<file path="src/hw/cbbc_defs.svh">
// Constants for the conditional branch and bit clear executor.
// Assumes inclusion by bare name from the design files under hw/.
`ifndef CBBC_DEFS_SVH
`define CBBC_DEFS_SVH

// ------------------------------------------------------------
// Widths
// ------------------------------------------------------------
`define CBBC_PC_W 21
`define CBBC_DADDR_W 12

// ------------------------------------------------------------
// Opcode fields
// ------------------------------------------------------------
`define CBBC_OP_BR_CARRY 8'hE2
`define CBBC_OP_BR_NEG 8'hE6
`define CBBC_OP_BITCLR 4'h9

// ------------------------------------------------------------
// Data memory addressing
// ------------------------------------------------------------
`define CBBC_IDX_LIMIT 8'h5F
`define CBBC_ACC_SPLIT 8'h80
`define CBBC_ACC_HI_BANK 4'hF

// ------------------------------------------------------------
// Reset values
// ------------------------------------------------------------
`define CBBC_RST_PC 21'h000000
`define CBBC_RST_ADDR 12'h000
`define CBBC_RST_DATA 8'h00

`endif

</file>
<file path="src/hw/cbbc_pkg.sv">
// Types shared by the conditional branch and bit clear executor.
// Assumes no other package.
`default_nettype none

package cbbc_pkg;

	// Four phases of one instruction cycle
	typedef enum logic [1:0] {
		PH_Q1,
		PH_Q2,
		PH_Q3,
		PH_Q4
	} phase_t;

	// Decoded operation held for the cycle
	typedef enum logic [1:0] {
		OP_NONE,
		OP_BR_CARRY,
		OP_BR_NEG,
		OP_BITCLR
	} op_t;

endpackage

`default_nettype wire

</file>
<file path="src/hw/bit_clear_unit.sv">
// Address forming and bit clearing for the bit clear instruction.
// Assumes the caller holds operands stable through phases 2 to 4.
`default_nettype none
`include "cbbc_defs.svh"

module bit_clear_unit (
	input wire logic [7:0] file_addr_i,
	input wire logic access_sel_i,
	input wire logic ext_set_en_i,
	input wire logic [3:0] bank_select_register_i,
	input wire logic [11:0] index_base_i,
	input wire logic [2:0] bit_sel_i,
	input wire logic [7:0] data_i,
	output logic [11:0] addr_o,
	output logic [7:0] data_o
);

	// ------------------------------------------------------------
	// Address selection
	// ------------------------------------------------------------
	// Indexed mode first, then access bank, then banked access
	always_comb begin
		if (!access_sel_i && ext_set_en_i && file_addr_i <= `CBBC_IDX_LIMIT) begin
			addr_o = index_base_i + {4'h0, file_addr_i};
		end else if (!access_sel_i) begin
			// Access bank: low half from bank 0, high half from top bank
			if (file_addr_i < `CBBC_ACC_SPLIT) begin
				addr_o = {4'h0, file_addr_i};
			end else begin
				addr_o = {`CBBC_ACC_HI_BANK, file_addr_i};
			end
		end else begin
			addr_o = {bank_select_register_i, file_addr_i};
		end
	end

	// ------------------------------------------------------------
	// Bit clear
	// ------------------------------------------------------------
	// Each bit passes unless it is the selected one
	genvar gi;
	generate
		for (gi = 0; gi < 8; gi++) begin : g_bit
			assign data_o[gi] = data_i[gi] & (bit_sel_i != 3'(gi));
		end
	endgenerate

endmodule

`default_nettype wire

</file>
<file path="src/hw/cond_branch_bit_clear_exec.sv">
// Executes the carry branch, negative branch and bit clear instructions.
// Assumes the fetch unit presents a word in phase 1 with an incremented PC,
// and that data memory returns read data within the same phase.
`default_nettype none
`include "cbbc_defs.svh"

module cond_branch_bit_clear_exec (
	input wire logic clk_i,
	input wire logic rst_i,
	input wire logic [15:0] instr_i,
	input wire logic instr_valid_i,
	input wire logic [20:0] pc_incr_i,
	input wire logic carry_i,
	input wire logic negative_i,
	input wire logic ext_set_en_i,
	input wire logic [3:0] bank_select_register_i,
	input wire logic [11:0] index_base_i,
	input wire logic [7:0] mem_rdata_i,
	output logic [1:0] phase_o,
	output logic [11:0] mem_addr_o,
	output logic mem_rd_o,
	output logic mem_wr_o,
	output logic [7:0] mem_wdata_o,
	output logic pc_load_o,
	output logic [20:0] pc_target_o,
	output logic nop_cycle_o
);

	// ------------------------------------------------------------
	// Declarations
	// ------------------------------------------------------------
	cbbc_pkg::phase_t phase_reg;
	cbbc_pkg::phase_t phase_next;
	cbbc_pkg::op_t op_reg;
	cbbc_pkg::op_t op_next;
	logic [15:0] instr_reg;
	logic [7:0] offset_reg;
	logic [7:0] rdata_reg;
	logic taken_reg;
	// Combinational results feeding the output registers
	logic [11:0] bc_addr;
	logic [7:0] bc_data;
	logic [20:0] target_next;

	// ------------------------------------------------------------
	// Phase sequencer
	// ------------------------------------------------------------
	// Next phase rolls Q1 to Q4 then back to Q1
	always_comb begin
		unique case (phase_reg)
			cbbc_pkg::PH_Q1: phase_next = cbbc_pkg::PH_Q2;
			cbbc_pkg::PH_Q2: phase_next = cbbc_pkg::PH_Q3;
			cbbc_pkg::PH_Q3: phase_next = cbbc_pkg::PH_Q4;
			cbbc_pkg::PH_Q4: phase_next = cbbc_pkg::PH_Q1;
		endcase
	end

	// Phase register, mirrored on the phase output
	always_ff @(posedge clk_i or posedge rst_i) begin
		if (rst_i) begin
			phase_reg <= cbbc_pkg::PH_Q1;
			phase_o <= 2'h0;
		end else begin
			phase_reg <= phase_next;
			phase_o <= phase_next;
		end
	end

	// ------------------------------------------------------------
	// Decode
	// ------------------------------------------------------------
	// Opcode match on the presented word; anything else is not ours
	always_comb begin
		op_next = cbbc_pkg::OP_NONE;
		if (instr_valid_i && !nop_cycle_o) begin
			if (instr_i[15:8] == `CBBC_OP_BR_CARRY) begin
				op_next = cbbc_pkg::OP_BR_CARRY;
			end else if (instr_i[15:8] == `CBBC_OP_BR_NEG) begin
				op_next = cbbc_pkg::OP_BR_NEG;
			end else if (instr_i[15:12] == `CBBC_OP_BITCLR) begin
				op_next = cbbc_pkg::OP_BITCLR;
			end
		end
	end

	// Decoded operation and word captured at the end of Q1
	always_ff @(posedge clk_i or posedge rst_i) begin
		if (rst_i) begin
			op_reg <= cbbc_pkg::OP_NONE;
			instr_reg <= 16'h0000;
		end else if (phase_reg == cbbc_pkg::PH_Q1) begin
			op_reg <= op_next;
			instr_reg <= instr_i;
		end else if (phase_reg == cbbc_pkg::PH_Q4) begin
			op_reg <= cbbc_pkg::OP_NONE;
		end
	end

	// ------------------------------------------------------------
	// Bit clear datapath
	// ------------------------------------------------------------
	bit_clear_unit u_bit_clear (
		.file_addr_i(instr_reg[7:0]),
		.access_sel_i(instr_reg[8]),
		.ext_set_en_i(ext_set_en_i),
		.bank_select_register_i(bank_select_register_i),
		.index_base_i(index_base_i),
		.bit_sel_i(instr_reg[11:9]),
		.data_i(rdata_reg),
		.addr_o(bc_addr),
		.data_o(bc_data)
	);

	// Read strobe stands through Q2; the address is registered at the end of Q2
	always_ff @(posedge clk_i or posedge rst_i) begin
		if (rst_i) begin
			mem_rd_o <= 1'b0;
		end else begin
			mem_rd_o <= (phase_reg == cbbc_pkg::PH_Q1) && (op_next == cbbc_pkg::OP_BITCLR);
		end
	end

	// Address is formed from the captured word at the end of Q2, held for the rest of the cycle
	always_ff @(posedge clk_i or posedge rst_i) begin
		if (rst_i) begin
			mem_addr_o <= `CBBC_RST_ADDR;
		end else if (phase_reg == cbbc_pkg::PH_Q2 && op_reg == cbbc_pkg::OP_BITCLR) begin
			mem_addr_o <= bc_addr;
		end
	end

	// Read data sampled at the end of Q2
	always_ff @(posedge clk_i or posedge rst_i) begin
		if (rst_i) begin
			rdata_reg <= `CBBC_RST_DATA;
		end else if (phase_reg == cbbc_pkg::PH_Q2 && op_reg == cbbc_pkg::OP_BITCLR) begin
			rdata_reg <= mem_rdata_i;
		end
	end

	// Modified byte prepared in Q3, written during Q4
	always_ff @(posedge clk_i or posedge rst_i) begin
		if (rst_i) begin
			mem_wr_o <= 1'b0;
			mem_wdata_o <= `CBBC_RST_DATA;
		end else if (phase_reg == cbbc_pkg::PH_Q3 && op_reg == cbbc_pkg::OP_BITCLR) begin
			mem_wr_o <= 1'b1;
			mem_wdata_o <= bc_data;
		end else begin
			mem_wr_o <= 1'b0;
		end
	end

	// ------------------------------------------------------------
	// Branch datapath
	// ------------------------------------------------------------
	// Offset literal read in Q2
	always_ff @(posedge clk_i or posedge rst_i) begin
		if (rst_i) begin
			offset_reg <= 8'h00;
		end else if (phase_reg == cbbc_pkg::PH_Q2) begin
			offset_reg <= instr_reg[7:0];
		end
	end

	// Incremented PC plus the sign-extended offset doubled
	assign target_next = 21'(pc_incr_i + {{12{offset_reg[7]}}, offset_reg, 1'b0});

	// Condition evaluated in Q3; no flag is ever written by this block
	always_ff @(posedge clk_i or posedge rst_i) begin
		if (rst_i) begin
			taken_reg <= 1'b0;
		end else if (phase_reg == cbbc_pkg::PH_Q3) begin
			taken_reg <= (op_reg == cbbc_pkg::OP_BR_CARRY && carry_i)
				|| (op_reg == cbbc_pkg::OP_BR_NEG && negative_i);
		end else if (phase_reg == cbbc_pkg::PH_Q4) begin
			taken_reg <= 1'b0;
		end
	end

	// PC load strobe and target stand through Q4 of a taken branch
	always_ff @(posedge clk_i or posedge rst_i) begin
		if (rst_i) begin
			pc_load_o <= 1'b0;
			pc_target_o <= `CBBC_RST_PC;
		end else if (phase_reg == cbbc_pkg::PH_Q3) begin
			pc_load_o <= (op_reg == cbbc_pkg::OP_BR_CARRY && carry_i)
				|| (op_reg == cbbc_pkg::OP_BR_NEG && negative_i);
			pc_target_o <= target_next;
		end else begin
			pc_load_o <= 1'b0;
		end
	end

	// ------------------------------------------------------------
	// Pipeline refill cycle
	// ------------------------------------------------------------
	// A taken branch makes the following whole cycle a no-operation
	// Flag falls at the Q4 edge of the skipped cycle, as taken_reg is clear then;
	// decode refuses every word offered while it stands
	always_ff @(posedge clk_i or posedge rst_i) begin
		if (rst_i) begin
			nop_cycle_o <= 1'b0;
		end else if (phase_reg == cbbc_pkg::PH_Q4) begin
			nop_cycle_o <= taken_reg;
		end
	end

endmodule

`default_nettype wire

</file>
<file path="config.mk">
export PLATFORM = sky130hd
export DESIGN_NAME = cond_branch_bit_clear_exec
export DESIGN_NICKNAME = d
export VERILOG_FILES = /design/src/hw/cbbc_pkg.sv /design/src/hw/bit_clear_unit.sv /design/src/hw/cond_branch_bit_clear_exec.sv
export VERILOG_INCLUDE_DIRS = /design/src /design/src/hw
export SDC_FILE = /design/constraint.sdc
export NUM_CORES = 1
export LEC_CHECK = 0
export ABC_AREA = 1
export BUFFER_PORTS_ARGS = -buffer_cell sky130_fd_sc_hd__buf_2
export CAP_MARGIN = 15
export CORE_MARGIN = 10
export CORE_UTILIZATION = 59
export CTS_CLUSTER_DIAMETER = 200
export DETAILED_ROUTE_END_ITERATION = 12
export PLACE_DENSITY = 0.86
export SLEW_MARGIN = 20
export SYNTH_ARGS = -nofsm -noshare
export SYNTH_HDL_FRONTEND = slang
export SYNTH_SLANG_ARGS = --single-unit
</file>
<file path="constraint.sdc">
create_clock -name clk_i -period 3.56 [get_ports clk_i]
set_input_delay 0.356 -clock clk_i [delete_from_list [all_inputs] [get_ports clk_i]]
set_output_delay 0.356 -clock clk_i [all_outputs]
set_load 0.02 [all_outputs]
</file>
Yosys cells after proc, flatten, opt, wreduce, memory -nomap -nowiden
Index checks and enable logic that the tools add are counted.
Storage, ports and cells
  register bits after elaboration: 78
  bits of input ports: 67
  word-level logic and storage cells: 71
  output and inout port bits: 47
Cells by class
  add/subtract/negate cells: 2
  magnitude comparators: 2
  muxes and demuxes: 14
  reduce and logical (&&, ||, !) cells: 15
  bitwise gates (word level): 8
  equality and inequality tests: 17
Operator list (number)
  12-bit 2-to-1 mux: 3
  21-bit adder: 1
  8-bit equality test, second input constant: 2
  12-bit by 8-bit adder with 12-bit output: 1
  2-bit 2-to-1 mux: 6
  3-bit inequality test, second input constant: 4
  2-bit equality test, second input constant: 5
  1-bit AND: 8
  8-bit by 7-bit less-or-equal comparator with 1-bit output, second input constant: 1
  1-bit logical AND: 8
  8-bit less-than comparator, second input constant: 1
  2-bit case mux with 4 select lines: 1
  3-bit by 2-bit inequality test with 1-bit output, second input constant: 2
  2-bit by 1-bit equality test with 1-bit output, second input constant: 2
  4-bit equality test, second input constant: 1
  1-bit 2-to-1 mux: 4
  2-bit nonzero test: 2
  3-bit by 1-bit inequality test with 1-bit output, second input constant: 1
  3-bit nonzero test: 1
  1-bit logical NOT: 2
  2-bit logical NOT: 1
  1-bit logical OR: 1

Logic depth before layout (Yosys ltp)
Gate-level depths: netlist of the first run.
  depth in word-level cells: 7
  depth in mapped cells: 12
  depth with buffers taken out: 12

By module
Synthesis of the first run repeated with hierarchy kept, for this count alone.
Unflattened totals
  cells, all modules: 661
  area, all modules: 5006.1 µm²
Modules (own cells, without submodules)
  cond_branch_bit_clear_exec: area an instance 4171.5 µm², times used 1, sequential area each 1951.9 µm², cells an instance 496
  bit_clear_unit: area an instance 834.6 µm², times used 1, sequential area each 0.0 µm², cells an instance 165

Worst setup path after synthesis of the first run
Ideal clock, no wire load.
  path type: register to register
  start point: register offset_reg[7]
  end point: register pc_target_o[18]
  path slack: 1854 ps
  path buffers: 0
  period minus slack after synthesis: 1706 ps
  arrival: 1588 ps
  cell stages (with the launch flop): 10
  data required time: 3443 ps
  setup time: 117 ps
  path through: dfrtp_1 > ha_1 > nand2_1 > inv_1 > a21oi_1 > nand3_1 > nand2_1 > nand3_1 > nand3_1 > nand2_1
Between the ends
  longest elaborated chain between the ends: 1
RTL lines
  start: declaration: RTL line cond_branch_bit_clear_exec.sv:37  | logic [7:0] offset_reg;
  start signal: assignment: RTL line cond_branch_bit_clear_exec.sv:162  | offset_reg <= instr_reg[7:0];
  21-bit adder: RTL line cond_branch_bit_clear_exec.sv:167  | assign target_next = 21'(pc_incr_i + {{12{offset_reg[7]}}, offset_reg, 1'b0});
  end signal: assignment: RTL line cond_branch_bit_clear_exec.sv:185  | pc_target_o <= `CBBC_RST_PC;
  end signal: assignment: RTL line cond_branch_bit_clear_exec.sv:189  | pc_target_o <= target_next;
  end: declaration: RTL line cond_branch_bit_clear_exec.sv:25  | output logic [20:0] pc_target_o,
Every way passes these cells.
A chain may end at the register's enable or synchronous reset.

Worst setup path after layout of the first run
  start point: register phase_reg[0]
  end point: register mem_wdata_o[6]
Between the ends
  longest elaborated chain between the ends: 2
RTL lines
  start: declaration: RTL line cond_branch_bit_clear_exec.sv:32  | cbbc_pkg::phase_t phase_reg;
  start signal: assignment: RTL line cond_branch_bit_clear_exec.sv:61  | phase_reg <= cbbc_pkg::PH_Q1;
  start signal: assignment: RTL line cond_branch_bit_clear_exec.sv:64  | phase_reg <= phase_next;
  2-bit equality test: RTL line cond_branch_bit_clear_exec.sv:146  | end else if (phase_reg == cbbc_pkg::PH_Q3 && op_reg == cbbc_pkg::OP_BITCLR) begin
  1-bit logical AND: RTL line cond_branch_bit_clear_exec.sv:146
  end signal: assignment: RTL line cond_branch_bit_clear_exec.sv:145  | mem_wdata_o <= `CBBC_RST_DATA;
  end signal: assignment: RTL line cond_branch_bit_clear_exec.sv:148  | mem_wdata_o <= bc_data;
  end: declaration: RTL line cond_branch_bit_clear_exec.sv:23  | output logic [7:0] mem_wdata_o,
Every way passes these cells.

==> results of run 1 <==
placed cells by master, fill, tap and decap left out:
cell type,instances
nand2_1,246
buf_2,113
dfrtp_1,78
inv_1,71
o21ai_0,40
nand3_1,40
nor2_1,36
ha_1,31
a21oi_1,25
clkbuf_8,10
xnor2_1,9
o311ai_0,8
nand3b_1,7
inv_2,6
or2_2,6
a21boi_1,6
nand3_2,5
nand4_1,5
nand2_2,4
xor2_1,4
o21ai_1,4
a2bb2oi_1,3
buf_4,3
a21oi_2,2
and2_1,2
nor3_1,2
fa_1,2
clkinv_4,2
a22o_1,1
o22ai_1,1
nor2_4,1
nand4_2,1
nor3b_1,1
o21bai_1,1
or2_1,1
a21o_1,1
nor2_2,1
inv_6,1
clkbuf_1,1
bufinv_16,1
stage by stage:
stage / util, % / instances / power (W) / hold WS, ns
after floorplan: - / 663 / 0.00134 / 0.436
after global placement: 68.3 / 872 / 0.00149 / 0.430
after detailed placement: 68.3 / 872 / 0.00151 / 0.435
after CTS: 70.8 / 887 / 0.00219 / 0.0420
after global routing: 70.8 / 887 / 0.00230 / 0.0650
final: 70.8 / 887 / 0.00218 / 0.0325
cells by family (layout without fill, tap and decap cells):
kind of cell,Yosys count,in the layout
fa+ha+maj,33,33
compound gates,92,92
simple gates,358,358
xor+xnor,13,13
buf+inv,89,208
flops,78,78
final timing paths:
check                                startpoint         endpoint  slack [ns]  cells past startpoint
worst max-delay path               phase_reg[0]   mem_wdata_o[6]        1.44                      6
worst min-delay path                      rst_i   mem_wdata_o[5]        0.03                      2
worst max register to register     phase_reg[0]   mem_wdata_o[6]        1.44                      6
worst min register to register  pc_target_o[15]  pc_target_o[15]        0.48                      2
max in group asynchronous                 rst_i  pc_target_o[15]        2.73                      3
min in group clk_i               mem_rdata_i[5]     rdata_reg[5]        0.19                      3
critical path: stages (launching register included):
cell	delay, ns
dfrtp_1	0.42
inv_1	0.10
ha_1	0.52
inv_2	0.44
nor2_4	0.29
o311ai_0	0.19
nand2_1	0.10
metal layers:
metal	GRT usage, %	wire [um]	vias up
li1	-	-	2356
met1	25.1	5620	2186
met2	36.4	6360	150
met3	7.52	1060	19
met4	5.23	182	0
met5	0	0	-
layout make-up:
type	instances	share of cell area, %
Multi-Input combinational cell	496	45.1
Inverter	77	5.02
Clock buffer	11	2.46
Sequential cell	78	33.9
Clock inverter	4	0.978
Tap cell	105	2.28
Timing Repair Buffer	116	10.2
where the power goes:
part           leakage [nW]  internal (W)  switching, W
clock                 0.100      0.000345      0.000343
combinational          2.21      0.000189      0.000319
sequential            0.930      0.000944     0.0000407
==> results.md, run 1 <==
* Outcome: complete, no violations
* Initial core utilization at roughly three fifths
* Max-slew headroom at the worst pin at 49.6%
* Port Buf Inserts at between 100 and 150
* Proportion of layout cells with a drive suffix above 1 at 19.9%
* Total number of placement rows at 33
* Most frequently used cell type in the post-synthesis netlist: nand2_1
* Worst-path clk slew at 0.09 ns
* Final hold violation count at 0
* Achievable clock frequency at 471 MHz
* Slew at the pin with the worst max-slew slack at 0.756 ns
* Placed inst area at around 5600 um^2
* Fill cell count at 672
* Part of the Yosys area used for sequential elements at 39.9%
* Adder and majority gate portion of the synthesized area at 8.74%
* Mapped Avg Cell Area at ~7.4 um^2
* Largest family of logic cells by synthesized area: simple AND/OR/NAND/NOR gates
* Total setup violations reported at the end of the flow at 0
* Post-detailed-route DRC marker count at 0
* Kind of critical path: register to register
* Crit path max fanout at 41
* GR Util All Layers at 21.3%
* Most used flip-flop cell after synthesis: dfrtp_1
* Number of top-level design ports at 114
* Total clock sinks at 78
* Flip-flop count of the largest register, all copies and words added at 21
* CTS tree: done
* Required @ worst endpoint at 3.86 ns
* Xor and xnor fraction of the mapped netlist area at 2.33%
* Type of element launching the critical path: register
* Final GP Congestion at slightly below 0.9
* Detail-routed net length per standard cell at 14.9 um
* Final clock period utilization by the worst path at approximately three fifths
* Clock tree skew after final layout at 0.0145 ns
* Hold_buf cts at 0
* Post-synthesis async set-or-reset flop share at 100%
* Pre-CTS setup slack at 1.11 ns
* Largest area contributor in the synthesized netlist: dfrtp_1
* Wire length of the first global-routing pass at 22500 um
* Core Area at a little over 8000 um^2
* Worst VDD drop at roughly 0.17 mV
* Via count of the first global-routing pass at slightly below 5000
* Die width at 111 um
* Final worst-path setup slack at 1.44 ns
* Via count at approximately 4700
* Clk_lat worst skew at 0.37 ns
* Post-Syn Instances at 663
* Area taken by flip-flops and latches at 1950 um^2
* MaxCap Viol Count at 0
* Area used by multi-input combinational logic at 2600 um^2
* Share of the synthesized area in compound gates (AO/OA/AOI/OAI) at 10.9%
* Number of antenna violations at the first check in global routing at 0
* Number of resized instances in the post-cts repair step at 0
* Share of cell area taken by muxes after synthesis at 0%
* Final wirelength at 13200 um
* Length of the first detailed-routing pass in iterations at 5
* Post-route minimum period at 2.12 ns
* Final TNS setup at 0 ns
* Vias/cell at 5.31
* Post-synthesis net count at 763
* Die height at ~110 um
* Root buf cell: clkbuf_8
* Power per cell area at 379 nW/um^2
* Total number of nets in the final design at 878
* Final design instance area without fill at about 5800 um^2
* Fin. max-slew vios at 0
* Post-CTS Repair Setup Buffers at 0
* Post-synthesis share of cell area spent on and, or, nand and nor gates at slightly above 30%
* Synthesized flop and latch total at 78
* Area added between synthesis and finish at 17.6%
* Setup repair after global routing missed its margin: false
* Cell area after technology mapping at 4900 um^2
* DP Wirelength at about 10000 um
* Number of H-tree levels at 3
* Number of nets with antenna violations after detailed routing at 0
* Ant diodes at 0
* Count of unique library cells instantiated by Yosys at 37
* Leading post-synthesis cells by instance count: nand2_1 (246), dfrtp_1 (78), inv_1 (73)
* Ranking of synthesized cells by area: dfrtp_1 (40%), nand2_1 (19%), ha_1 (7.9%)
* TritonCTS buffer count at 9
* Die ar. at 12300 um^2
* Remaining global-route overflow at 0
* Number of enable-type register cells in the synthesized netlist at 0
* Area fraction of the dominant cell type after synthesis at 39.9%
* WP data arrival at 2.43 ns
* Static leakage at 3.24 nW
* Buffer depth of the longest clock path at 2
* Pin count of the biggest net entering global routing at 42
* Violation count after the first detailed-routing iteration at 230
* YS warnings at 0
* Category of the worst setup path capture point: register
* Class of the tightest hold or removal check: input pin to async pin
Note: power is estimated with default switching activity, not from simulation.
==> inputs of run 2 (changes only) <==
--- a/config.mk
+++ b/config.mk
@@ -6,14 +6,14 @@
 export SDC_FILE = /design/constraint.sdc
 export NUM_CORES = 1
 export LEC_CHECK = 0
-export ABC_AREA = 1
+export ABC_AREA = 0
 export BUFFER_PORTS_ARGS = -buffer_cell sky130_fd_sc_hd__buf_2
 export CAP_MARGIN = 15
 export CORE_MARGIN = 10
-export CORE_UTILIZATION = 59
+export CORE_UTILIZATION = 54
 export CTS_CLUSTER_DIAMETER = 200
 export DETAILED_ROUTE_END_ITERATION = 12
-export PLACE_DENSITY = 0.86
+export PLACE_DENSITY = 0.81
 export SLEW_MARGIN = 20
 export SYNTH_ARGS = -nofsm -noshare
 export SYNTH_HDL_FRONTEND = slang
==> constraint.sdc (replaced) <==
create_clock -name clk_i -period 2 [get_ports clk_i]
set_input_delay 0.2 -clock clk_i [delete_from_list [all_inputs] [get_ports clk_i]]
set_output_delay 0.2 -clock clk_i [all_outputs]
set_load 0.02 [all_outputs]
==> results.md, run 2 <==
* Outcome: finished with violations (was complete, no violations)
* Violated checks: negative setup slack
* Class of the tightest hold or removal check: input pin to register (was input pin to async pin)
* Pin count of the biggest net entering global routing at 63 (was 42)
* Total setup violations reported at the end of the flow at 15 (was 0)
* MaxCap Viol Count at 0 (unchanged)
* Post-detailed-route DRC marker count at 0 (unchanged)
* Post-synthesis async set-or-reset flop share at 100% (unchanged)
* Largest area contributor in the synthesized netlist: dfrtp_1 (unchanged)
* Remaining global-route overflow at 0 (unchanged)
* Leading post-synthesis cells by instance count: dfrtp_1 (78), nand2_1 (60), mux2_2 (37) (was nand2_1 (246), dfrtp_1 (78), inv_1 (73))
* Clock tree skew after final layout at 0.00867 ns (was 0.0145 ns)
* Number of H-tree levels at 3 (unchanged)
* Worst-path clk slew at 0.10 ns (was 0.09 ns)
* Wire length of the first global-routing pass at 21400 um (was 22500 um)
* Met3 track demand over resource in global routing at 4.37% (was 7.52%)
* Post-Syn Instances at 461 (was 663)
* Vias/cell at 5.65 (was 5.31)
* TritonCTS buffer count at 9 (unchanged)
* Mapped Avg Cell Area at 9.98 um^2 (was 7.38 um^2)
* Die ar. at 12600 um^2 (was 12300 um^2)
* Setup repair after global routing missed its margin: true (was false)
* Proportion of layout cells with a drive suffix above 1 at 44.9% (was 19.9%)
* Worst VDD drop at 0.387 mV (was 0.166 mV)
* Most used flip-flop cell after synthesis: dfrtp_1 (unchanged)
* Via count of the first global-routing pass at 4426 (was 4870)
* Final GP Congestion at 0.934 (was 0.866)
* Die height at 112 um (was 111 um)
* Violation count after the first detailed-routing iteration at 221 (was 230)
* Number of enable-type register cells in the synthesized netlist at 0 (unchanged)
* YS warnings at 0 (unchanged)
* Die width at 112 um (was 111 um)
* Crit path largest cell delay at 0.42 ns (was 0.52 ns)
* Placed inst area at 5720 um^2 (was 5560 um^2)
* Slew at the pin with the worst max-slew slack at 0.677 ns (was 0.756 ns)
* Total number of nets in the final design at 738 (was 878)
* Ant diodes at 0 (unchanged)
* Post-Route Hold Slack at 0.0557 ns (was 0.0325 ns)
* Achievable clock frequency at 416 MHz (was 471 MHz)
* CP max stage cell: dfrtp_1 (was ha_1)
* Area fraction of the dominant cell type after synthesis at 42.4% (was 39.9%)
* Critical register-to-register path startpoint: offset_reg[0] (was phase_reg[0])
* Final wirelength at 13600 um (was 13200 um)
* Final clock period utilization by the worst path at 120% (was 59.7%)
* Number of nets with antenna violations after detailed routing at 0 (unchanged)
* Met1 capacity usage during global routing at 24.6% (was 25.1%)
* Post-route minimum period at 2.41 ns (was 2.12 ns)
* Chain of cells forming the critical path: ha_2 -> fa_2 -> a211oi_4 -> o21bai_4 -> a2111oi_4 -> nor3_2 -> o31a_1 -> o31ai_1 (was inv_1 -> ha_1 -> inv_2 -> nor2_4 -> o311ai_0 -> nand2_1)
* Final worst-path setup slack at -0.406 ns (was 1.44 ns)
* Initial core utilization at 55.7% (was 60.2%)
* GR Util All Layers at 20.2% (was 21.3%)
* DP Wirelength at 10000 um (was 10400 um)
* Ranking of synthesized cells by area: dfrtp_1 (42%), mux2_2 (9.1%), ha_1 (8.4%) (was dfrtp_1 (40%), nand2_1 (19%), ha_1 (7.9%))
* Static leakage at 3.04 nW (was 3.24 nW)
* Final hold violation count at 0 (unchanged)
* CTS tree: done (unchanged)
* Power per cell area at 651 nW/um^2 (was 379 nW/um^2)
* Buffer depth of the longest clock path at 2 (unchanged)
* WP data arrival at 2.66 ns (was 2.43 ns)
* Kind of critical path: register to register (unchanged)
* Number of top-level design ports at 114 (unchanged)
* Area added between synthesis and finish at 37.7% (was 17.6%)
* Port Buf Inserts at 113 (unchanged)
* First element of the critical path: offset_reg[0] (was phase_reg[0])
* Synthesized flop and latch total at 78 (unchanged)
* Highest-count cells in the layout ignoring fill and taps: buf_2 (113), dfrtp_1 (77), nand2_1 (57), buf_4 (57), mux2_2 (34) (was nand2_1 (246), buf_2 (113), dfrtp_1 (78))
* Flip-flop count of the largest register, all copies and words added at 21 (unchanged)
* Number of antenna violations at the first check in global routing at 0 (unchanged)
* Core Area at 8260 um^2 (was 8130 um^2)
* Final design instance area without fill at 6330 um^2 (was 5760 um^2)
* Via count at 4229 (was 4711)
* Cell area after technology mapping at 4600 um^2 (was 4900 um^2)
* Worst reg-to-reg path cell count at 8 (was 6)
* Detail-routed net length per standard cell at 18.2 um (was 14.9 um)
* Fin. max-slew vios at 0 (unchanged)
* Category of the worst setup path capture point: register (unchanged)
* Required @ worst endpoint at 2.26 ns (was 3.86 ns)
* Min-Delay Path Depth at 3
* Total clock sinks at 78 (unchanged)
* Length of the first detailed-routing pass in iterations at 4 (was 5)
* Post-synthesis net count at 561 (was 763)
* Leading cell type in the layout, fill and taps excluded: buf_2 (was nand2_1)
* Part of the Yosys area used for sequential elements at 42.4% (was 39.9%)
* Layer with the highest usage: met2 (unchanged)
* Beginning of the worst hold path: instr_i[1]
* Crit path max fanout at 3 (was 41)
* Type of element launching the critical path: register (unchanged)
* Clk_lat worst skew at 0.35 ns (was 0.37 ns)
* Most frequently used cell type in the post-synthesis netlist: dfrtp_1 (was nand2_1)
* Total number of placement rows at 33 (unchanged)
* Max-slew headroom at the worst pin at 54.9% (was 49.6%)
* Met2 track demand over resource in global routing at 34.8% (was 36.4%)
* Root buf cell: clkbuf_8 (unchanged)
* Count of unique library cells instantiated by Yosys at 59 (was 37)
[run 2: power breakdown]
group	internal, W	switching [W]
logic	0.000573	0.000621
registers	0.00169	0.0000778
clock network	0.000502	0.000660
total	0.00277	0.00136
[run 2: cells by family (layout without fill, tap and decap cells)]
family	after synthesis	after routing	synth area share (%)
AND/OR/NAND/NOR	137	137	14.5
adder cells (fa/ha/maj)	33	33	9.30
flip-flops	78	78	42.4
multiplexers	44	44	10.6
AO/OA/AOI/OAI	120	120	17.3
XOR/XNOR	17	17	3.24
buffers and inverters	32	214	2.64
[run 2: metal layers]
layer,wire length (um),vias to the layer above
met5,0,-
met4,234,0
met3,762,23
met2,6820,135
met1,5810,2033
li1,-,2038
[run 2: stage by stage]
step / setup TNS, ns / total power (W) / worst slack [ns] / std cells / utilization (%)
6_report: -2.39 / 0.00412 / -0.406 / 748 / 76.7
5_1_grt: -3.62 / 0.00432 / -0.476 / 748 / 76.7
4_1_cts: -1.74 / 0.00406 / -0.369 / 740 / 74.5
3_5_place_dp: -3.48 / 0.00282 / -0.420 / 718 / 69.3
3_3_place_gp: -2.54 / 0.00279 / -0.314 / 718 / 69.3
2_1_floorplan: -0.966 / 0.00240 / -0.240 / 461 / -
[run 2: final timing paths]
kind	slack [ns]	end
worst max register to register	-0.41	pc_target_o[17]
worst min-delay path	0.06	instr_reg[1]
worst max-delay path	-0.41	pc_target_o[17]
min in group asynchronous	0.39	pc_target_o[7]
worst min register to register	0.47	mem_wdata_o[5]
max in group asynchronous	0.97	offset_reg[7]
[run 2: layout make-up]
type                    count  area [um^2]
well taps                 105          131
clock buffers              10          138
inverters                  15         60.1
flip-flops and latches     78         1950
multi-input cells         351         2840
repair buffers            183         1160
fillers                   545         1920
clock inverters             6         51.3
[run 2: critical path, delay by kind of cell (launching register included)]
family	cells	cell delay (ns)
AND/OR/NAND/NOR	1	0.09
flip-flops	1	0.42
AO/OA/AOI/OAI	5	1.23
adder cells (fa/ha/maj)	2	0.57
[run 2: what timing repair did]
item / in CTS / in global routing
setup endpoints to repair: 18 / 19
resized for setup: 39 / 24
endpoints found under the hold margin: 16 / 0
setup buffers: 5 / 8
cloned: 0 / 0
hold buffers: 1 / 0
pin swaps: 18 / 17
